## config.mk

```make
export PLATFORM = sky130hd
export DESIGN_NAME = dpm_host
export DESIGN_NICKNAME = d
export VERILOG_FILES = /design/src/dpm_host.v
export VERILOG_INCLUDE_DIRS = /design/src /design/src/src
export SDC_FILE = /design/constraint.sdc
export NUM_CORES = 1
export LEC_CHECK = 0
export BUFFER_PORTS_ARGS = -buffer_cell sky130_fd_sc_hd__buf_2
export CORE_ASPECT_RATIO = 1.75
export CORE_MARGIN = 5
export CORE_UTILIZATION = 50
export CTS_CLUSTER_DIAMETER = 50
export DETAILED_ROUTE_END_ITERATION = 6
export PLACE_DENSITY_LB_ADDON = 0.3
export SYNTH_ARGS = -nofsm -noshare
export SYNTH_HDL_FRONTEND = slang
export SYNTH_SLANG_ARGS = --single-unit
```

## constraint.sdc

```tcl
create_clock -name mclk -period 2.18 [get_ports mclk]
set_input_delay 0.545 -clock mclk [delete_from_list [all_inputs] [get_ports mclk]]
set_output_delay 0.545 -clock mclk [all_outputs]
set_load 0.03 [all_outputs]
```

## src/dpm_map.vh

```
// constants for the dual-port mailbox host controller
// assumes one 200 MHz clock and a 13-bit word-addressed memory
`ifndef DPM_MAP_VH
`define DPM_MAP_VH
`define DPM_ADDR_W 13
`define DPM_DATA_W 16
`define DPM_MAIL_LEFT 13'h1ffe
`define DPM_MAIL_RIGHT 13'h1fff
// own register map (word index on the command port)
`define DPM_REG_CTRL 4'h0
`define DPM_REG_ADDR 4'h1
`define DPM_REG_WDATA 4'h2
`define DPM_REG_RDATA 4'h3
`define DPM_REG_STATUS 4'h4
// ctrl bits: 0 go, 1 write, 2 semaphore space, 3 block writes (slave mode), 4 init flags
`define DPM_CTRL_GO 0
`define DPM_CTRL_WRITE 1
`define DPM_CTRL_SEM 2
`define DPM_CTRL_BLOCK 3
`define DPM_CTRL_INIT 4
// access strobe width: at least 70 ns
`define DPM_ACCESS_NS 70
`define DPM_CLK_MHZ 200
`define DPM_ACCESS_CYC ((`DPM_ACCESS_NS * `DPM_CLK_MHZ + 999) / 1000)
`endif

```

## src/dpm_host.v

```verilog
// host-side controller for one port of a dual-port mailbox memory
// assumes the memory pins are asynchronous; inputs are synchronised here
//
// Behaviour
// - unused interrupts leave top words plain
// - hosts initialise both flags after power-up; this controller clears only its own, with one read of its own mailbox
// - system holds slave busy high or low
// - depth-stacked busy outputs are ANDed
// - active-low tokens, verify by reading back
// - deassert select between semaphore polls
`timescale 1ns/1ps
`include "dpm_map.vh"

module dpm_host
(
  // clock and reset
  input wire mclk,
  input wire rst_n,
  // command port
  input wire [3:0] cmdAddr,
  input wire [31:0] cmdWdata,
  input wire cmdWr,
  input wire cmdRd,
  output reg [31:0] cmdRdata,
  // memory port pins
  output reg chipSel_n,
  output reg token_space_select_n,
  output reg outEn_n,
  output reg readWrite_n,
  output reg [`DPM_ADDR_W-1:0] memAddr,
  input wire [`DPM_DATA_W-1:0] memDataIn,
  output reg [`DPM_DATA_W-1:0] memDataOut,
  output reg memDataOe_n,
  input wire mail_flag_n,
  input wire collisionIn_n,
  output reg collisionOut,
  output reg collisionOe_n,
  // this controller's side: 0 left, 1 right
  input wire sideRight
);

localparam ST_IDLE = 2'h0;
localparam ST_SETUP = 2'h1;
localparam ST_STROBE = 2'h2;
localparam ST_END = 2'h3;
localparam integer ACC_INT = `DPM_ACCESS_CYC;
// strobe count fits eight bits at any sane clock
localparam [7:0] ACC_CYC = ACC_INT[7:0];

reg [1:0] state;
reg [7:0] count;
reg [4:0] ctrl;
reg [`DPM_ADDR_W-1:0] addrReg;
reg [`DPM_DATA_W-1:0] wdataReg;
reg [`DPM_DATA_W-1:0] rdataReg;
reg [1:0] initStep;
reg lostToken;
reg sawBusy;
reg flagSync1;
reg flagSync;
reg busySync1;
reg busySync;
reg [`DPM_DATA_W-1:0] dataSync1;
reg [`DPM_DATA_W-1:0] dataSync;

////////////////////////////////////////////////////////////////////////
// command port decode

// one decode for every register write strobe
function regHit;
  input strobe;
  input [3:0] index;
  input [3:0] target;
  begin
    regHit = strobe && index == target;
  end
endfunction

wire ctrlWrite;
wire addrWrite;
wire wdataWrite;
assign ctrlWrite = regHit(cmdWr, cmdAddr, `DPM_REG_CTRL);
assign addrWrite = regHit(cmdWr, cmdAddr, `DPM_REG_ADDR);
assign wdataWrite = regHit(cmdWr, cmdAddr, `DPM_REG_WDATA);

wire [`DPM_ADDR_W-1:0] ownMail;
wire [`DPM_ADDR_W-1:0] farMail;
// side strap is only read as a level; it must not move in operation
assign ownMail = sideRight ? `DPM_MAIL_RIGHT : `DPM_MAIL_LEFT;
assign farMail = sideRight ? `DPM_MAIL_LEFT : `DPM_MAIL_RIGHT;

////////////////////////////////////////////////////////////////////////
// synchronisers; pins are not on mclk

always @(posedge mclk or negedge rst_n)
begin
  if (!rst_n)
  begin
    flagSync1 <= 1'b1;
    flagSync <= 1'b1;
    busySync1 <= 1'b1;
    busySync <= 1'b1;
    dataSync1 <= 16'h0000;
    dataSync <= 16'h0000;
  end
  else
  begin
    flagSync1 <= mail_flag_n;
    flagSync <= flagSync1;
    // a depth-stacked array hands in its busy lines already ANDed
    busySync1 <= collisionIn_n;
    busySync <= busySync1;
    dataSync1 <= memDataIn;
    dataSync <= dataSync1;
  end
end

////////////////////////////////////////////////////////////////////////
// command registers

always @(posedge mclk or negedge rst_n)
begin
  if (!rst_n)
  begin
    cmdRdata <= 32'h00000000;
    addrReg <= {`DPM_ADDR_W{1'b0}};
    wdataReg <= 16'h0000;
  end
  else
  begin
    cmdRdata <= 32'h00000000;
    if (addrWrite)
      addrReg <= cmdWdata[`DPM_ADDR_W-1:0];
    if (wdataWrite)
      wdataReg <= cmdWdata[`DPM_DATA_W-1:0];
    if (cmdRd)
    begin
      case (cmdAddr)
        `DPM_REG_CTRL: cmdRdata <= {27'h0000000, ctrl};
        `DPM_REG_ADDR: cmdRdata <= {19'h00000, addrReg};
        `DPM_REG_WDATA: cmdRdata <= {16'h0000, wdataReg};
        `DPM_REG_RDATA: cmdRdata <= {16'h0000, rdataReg};
        `DPM_REG_STATUS:
          cmdRdata <= {27'h0000000, lostToken, sawBusy, busySync, flagSync,
            state != ST_IDLE || initStep != 2'h0};
        default: cmdRdata <= 32'h00000000;
      endcase
    end
  end
end

////////////////////////////////////////////////////////////////////////
// access sequencer; holds each access for the slowest memory strobe

always @(posedge mclk or negedge rst_n)
begin
  if (!rst_n)
  begin
    state <= ST_IDLE;
    count <= 8'h00;
    ctrl <= 5'h00;
    initStep <= 2'h0;
    rdataReg <= 16'h0000;
    lostToken <= 1'b0;
    sawBusy <= 1'b0;
    chipSel_n <= 1'b1;
    token_space_select_n <= 1'b1;
    outEn_n <= 1'b1;
    readWrite_n <= 1'b1;
    memAddr <= {`DPM_ADDR_W{1'b0}};
    memDataOut <= 16'h0000;
    memDataOe_n <= 1'b1;
    collisionOut <= 1'b1;
    collisionOe_n <= 1'b1;
  end
  else
  begin
    // slave mode: drive busy high for free writes, low to block them
    collisionOut <= ~ctrl[`DPM_CTRL_BLOCK];
    collisionOe_n <= 1'b0;
    if (ctrlWrite)
      ctrl[`DPM_CTRL_BLOCK] <= cmdWdata[`DPM_CTRL_BLOCK];
    case (state)
      ST_IDLE:
      begin
        if (initStep != 2'h0)
        begin
          // clear own flag with a single read of own mailbox
          memAddr <= ownMail;
          readWrite_n <= 1'b1;
          token_space_select_n <= 1'b1;
          ctrl[`DPM_CTRL_SEM] <= 1'b0;
          ctrl[`DPM_CTRL_WRITE] <= 1'b0;
          initStep <= initStep - 2'h1;
          state <= ST_SETUP;
        end
        else if (ctrlWrite)
        begin
          ctrl <= cmdWdata[4:0];
          if (cmdWdata[`DPM_CTRL_INIT])
            initStep <= 2'h1;
          else if (cmdWdata[`DPM_CTRL_GO])
          begin
            // semaphore space only decodes three low bits
            memAddr <= cmdWdata[`DPM_CTRL_SEM] ? {10'h000, addrReg[2:0]} : addrReg;
            readWrite_n <= ~cmdWdata[`DPM_CTRL_WRITE];
            memDataOut <= cmdWdata[`DPM_CTRL_SEM] ? {15'h0000, wdataReg[0]} : wdataReg;
            sawBusy <= 1'b0;
            state <= ST_SETUP;
          end
        end
      end
      ST_SETUP:
      begin
        // select asserted a cycle after address; busy decides on select and address
        if (ctrl[`DPM_CTRL_SEM])
          token_space_select_n <= 1'b0;
        else
          chipSel_n <= 1'b0;
        outEn_n <= ~readWrite_n ? 1'b1 : 1'b0;
        memDataOe_n <= readWrite_n;
        count <= ACC_CYC;
        state <= ST_STROBE;
      end
      ST_STROBE:
      begin
        if (!busySync)
          sawBusy <= 1'b1;
        if (count == 8'h00)
        begin
          rdataReg <= dataSync;
          // ownership check: a zero back means we hold the token
          if (ctrl[`DPM_CTRL_SEM] && readWrite_n)
            lostToken <= dataSync[0];
          state <= ST_END;
        end
        else
          count <= count - 8'h01;
      end
      ST_END:
      begin
        // drop selects so the next semaphore poll relatches
        chipSel_n <= 1'b1;
        token_space_select_n <= 1'b1;
        outEn_n <= 1'b1;
        readWrite_n <= 1'b1;
        memDataOe_n <= 1'b1;
        ctrl[`DPM_CTRL_GO] <= 1'b0;
        state <= ST_IDLE;
      end
      default: state <= ST_IDLE;
    endcase
  end
end

endmodule

```

==> out/qor.tcl <==
set qor(outcome) {finished, final reports clean}
set qor(ioPinCount) 127
set qor(timing.critical_path.cells) {inv_1 > ha_1 > or3b_2 > o21ai_2 > nand2_1 > mux2_1}
set qor(synth_flop_cell) {sky130_fd_sc_hd__dfrtp_1}
set qor(yosysUniqueCellTypes) 54
set qor(grt.total_usage_pct) 20.1
set qor(h-tree-depth) 4
set qor(cts-root-to-sink-buffers) 2
set qor(period_minus_slack_ns) 2.00
set qor(timing_worst_setup_path_type) {reg2reg}
set qor(nFillCells) 971
set qor(postRouteWirelength_um) 14100
set qor(switching_share_pct) 30.0
set qor(final_nets) 649
set qor(clock_insertion_delay_worst_skew_ns) 0.41
set qor(critical-path-slowest-cell) {sky130_fd_sc_hd__or3b_2}
set qor(yosys-top-cells-area) {sky130_fd_sc_hd__dfrtp_1, sky130_fd_sc_hd__mux2_2, sky130_fd_sc_hd__dfstp_2}
set qor(multiInputGateArea_um2) 2080
set qor(grt_antenna_before_repair) 0
set qor(drive_gt1_share_pct) 39.3
set qor(worst_max_slew_pin_slew_ns) 0.848
set qor(route.detailed.vias_per_inst) 5.39
set qor(rows) 53
set qor(cp_data_required_time_ns) 2.48
set qor(report.final.slew_viol_count) 0
set qor(die_area_um2) 14700
set qor(post_cts.repair.setup_buffers) 0
set qor(combPwrFrac_pct) 20.6
set qor(initial_core_util_pct) 51.1
set qor(grt_first_pass_wirelength_um) 22500
set qor(vias) 4098
set qor(hold_violations) 0
set qor(cp_num_buf_inv) 1
set qor(power_leakage_nw) 3.50
set qor(cts.repair.resized) 0
set qor(ant_nets) 0
set qor(critical_path.max_fanout) 5
set qor(setup_viol_count_final) 0
set qor(detail_route.first_pass.iterations) 5
set qor(max_stage_delay_ns) 0.51
set qor(min-delay-path-class) {in2async}
set qor(slew_headroom_pct) 43.5
set qor(detailedRoute.firstIterationViolations) 306
set qor(postSynthCellCount) 469
set qor(power_frac_clock_pct) 35.6
set qor(fin_hold_ws_ns) 0.00681
set qor(gp_congestion) 0.908
set qor(area_growth_syn_to_layout_pct) 21.7
set qor(p_per_area_nw_per_um2) 1090
set qor(yosysWarningCount) 0
set qor(timing.final.ws_setup_ns) 0.181
set qor(timing.critical_path.to_type) {register}
set qor(sequential_cell_area_um2) 3820
set qor(max-vdd-ir-drop_v) 0.000686
set qor(synth_sequential_area_ratio_pct) 61.9
set qor(synth_async_sr_flop_share_pct) 100
set qor(power.share.sequential_pct) 43.8
set qor(route.detailed.wl_per_inst_um) 18.6
set qor(cts_tree) {built}
set qor(fin_worst_skew_ns) 0.00931
set qor(ctsHoldBuffers) 0
set qor(worst-path-stages) 6
set qor(fp.dieH_um) 157
set qor(number_of_global_route_vias_before_repair) 4381
set qor(synth_edf_count) 0
set qor(total_power_w) 0.00819
set qor(worstSetupStartpointType) {register}
set qor(chipWidth_um) 94.0
set qor(critical-path-top-delay-family) {simple AND/OR/NAND/NOR gates}
set qor(cap_viol_max_count) 0
set qor(worstRegToRegCells) 6
set qor(portBuffers) 94
set qor(syn-cell-area_um2) 6170
set qor(worst_ep_arrival_time_ns) 2.30
set qor(p_int_w) 0.00573
set qor(path_clk_slew_ns) 0.06
set qor(cts_num_sinks) 152
set qor(post-place-ws_ns) 0.0233
set qor(core_area_um2) 12100
set qor(synthDominantAreaCellType) {sky130_fd_sc_hd__dfrtp_1}
set qor(switching_power_w) 0.00246
set qor(ctsRootBufferMaster) {sky130_fd_sc_hd__clkbuf_16}
set qor(unrepaired_setup_endpoints_after_global_routing) {no}
set qor(hpwl_um) 9800
set qor(gr-total-overflow) 0
set qor(grt_max_degree) 51
set qor(post-synth-top-area-fraction_pct) 57.2
set qor(cts_buffers) 17
set qor(timing.final.crit_share_pct) 91.7
set qor(detail_route.drc_violations) 0
set qor(antennaDiodeCount) 0
set qor(synth_seq_cells) 152
set qor(synthesis.area_per_instance_um2) 13.2
set qor(timing.fmax_ghz) 0.500
set qor(setup_total_negative_slack_ns) 0
[power groups by stage]
stage	combinational (W)	sequential, W	clock, W
2_1_floorplan	0.000937	0.00378	0
3_3_place_gp	0.00164	0.00360	0
3_5_place_dp	0.00169	0.00363	0
4_1_cts	0.00170	0.00359	0.00295
5_1_grt	0.00185	0.00363	0.00309
6_report	0.00169	0.00359	0.00291
[routing by layer]
metal	vias up	wire [um]	track usage [%]
li1	1847	-	-
met1	2065	5480	23.7
met2	156	7520	35.2
met3	30	741	4.02
met4	0	378	9.16
met5	-	0	0
[cells in the mapped netlist (all sizes together) (3+ instances only)]
master,n
mux2i,4
nand3,7
a222oi,13
nand3b,17
mux2,63
inv,32
nand2,13
nor4,3
and3,3
ha,7
a22oi,9
clkbuf,11
nor2,21
buf,26
o31ai,6
nor4b,4
dfstp,11
dfrtp,141
nand2b,6
o21ai,35
a21oi,10
[sequential cells by signal, summed over array words and instances, names as in the netlist, 2 cells and up, named ones only]
register    cells
addrReg        13
cmdRdata       16
count           8
ctrl            4
dataSync       16
dataSync1      16
initStep        2
memAddr        13
memDataOut     16
rdataReg       16
state           2
wdataReg       16
[cells in the final DEF, fill, tap and decap left out, types with 11 or more instances in the layout]
cell type / count
sky130_fd_sc_hd__clkbuf_16: 17
sky130_fd_sc_hd__o21ai_0: 29
sky130_fd_sc_hd__dfrtp_1: 141
sky130_fd_sc_hd__nor2_1: 20
sky130_fd_sc_hd__conb_1: 17
sky130_fd_sc_hd__buf_2: 93
sky130_fd_sc_hd__a222oi_1: 13
sky130_fd_sc_hd__mux2_2: 52
sky130_fd_sc_hd__inv_1: 32
sky130_fd_sc_hd__buf_4: 19
sky130_fd_sc_hd__nand3b_1: 17
sky130_fd_sc_hd__dfstp_2: 11
sky130_fd_sc_hd__nand2_1: 12
[cell type report]
cell class,count,share of cell area (%)
Clock buffer,19,6.03
Multi-Input combinational cell,264,27.8
Timing Repair Buffer,116,9.05
Clock inverter,13,1.93
Tap cell,165,2.75
Inverter,32,1.60
Sequential cell,152,50.9
[worst reg2reg max path: cells and delay by family, from the launching register on]
kind | cells | cell delay [ns]
DFF | 1 | 0.42
AOI/OAI and AO/OA | 1 | 0.20
muxes | 1 | 0.31
and+or+nand+nor | 2 | 0.62
buffers and inverters | 1 | 0.14
adders and majority gates | 1 | 0.19
[path summary, 6_finish.rpt]
check	start	endpoint	slack, ns
setup reg to reg	count[0]$_DFFE_PN0P_	state[1]$_DFFE_PN0P_	0.18
min in group mclk	collisionIn_n	busySync1$_DFF_PN1_	0.22
setup / recovery	count[0]$_DFFE_PN0P_	state[1]$_DFFE_PN0P_	0.18
max in group asynchronous	rst_n	cmdRdata[10]$_DFF_PN0_	1.44
hold reg to reg	dataSync1[2]$_DFF_PN0_	dataSync[2]$_DFF_PN0_	0.35
hold / removal	rst_n	count[5]$_DFFE_PN0P_	0.007
[kinds of logic after synthesis]
family                     Yosys count  synth area share (%)
DFF                                152                  61.9
and+or+nand+nor                     89                  9.17
muxes                               67                  12.8
other                                1                0.0608
adders and majority gates            7                  1.42
buffers and inverters               69                  5.52
AOI/OAI and AO/OA                   82                  8.90
xor gates and xnor gates             2                 0.284
[per-stage QoR]
stage | utilization (%) | instances | area [um^2]
detailed placement | 57.2 | 729 | 6900
CTS | 62.2 | 761 | 7500
global route | 62.2 | 761 | 7510
floorplan | - | 485 | 6230
global placement | 57.2 | 729 | 6900
finish | 62.2 | 761 | 7510
Power figures use the tool's default switching activity.
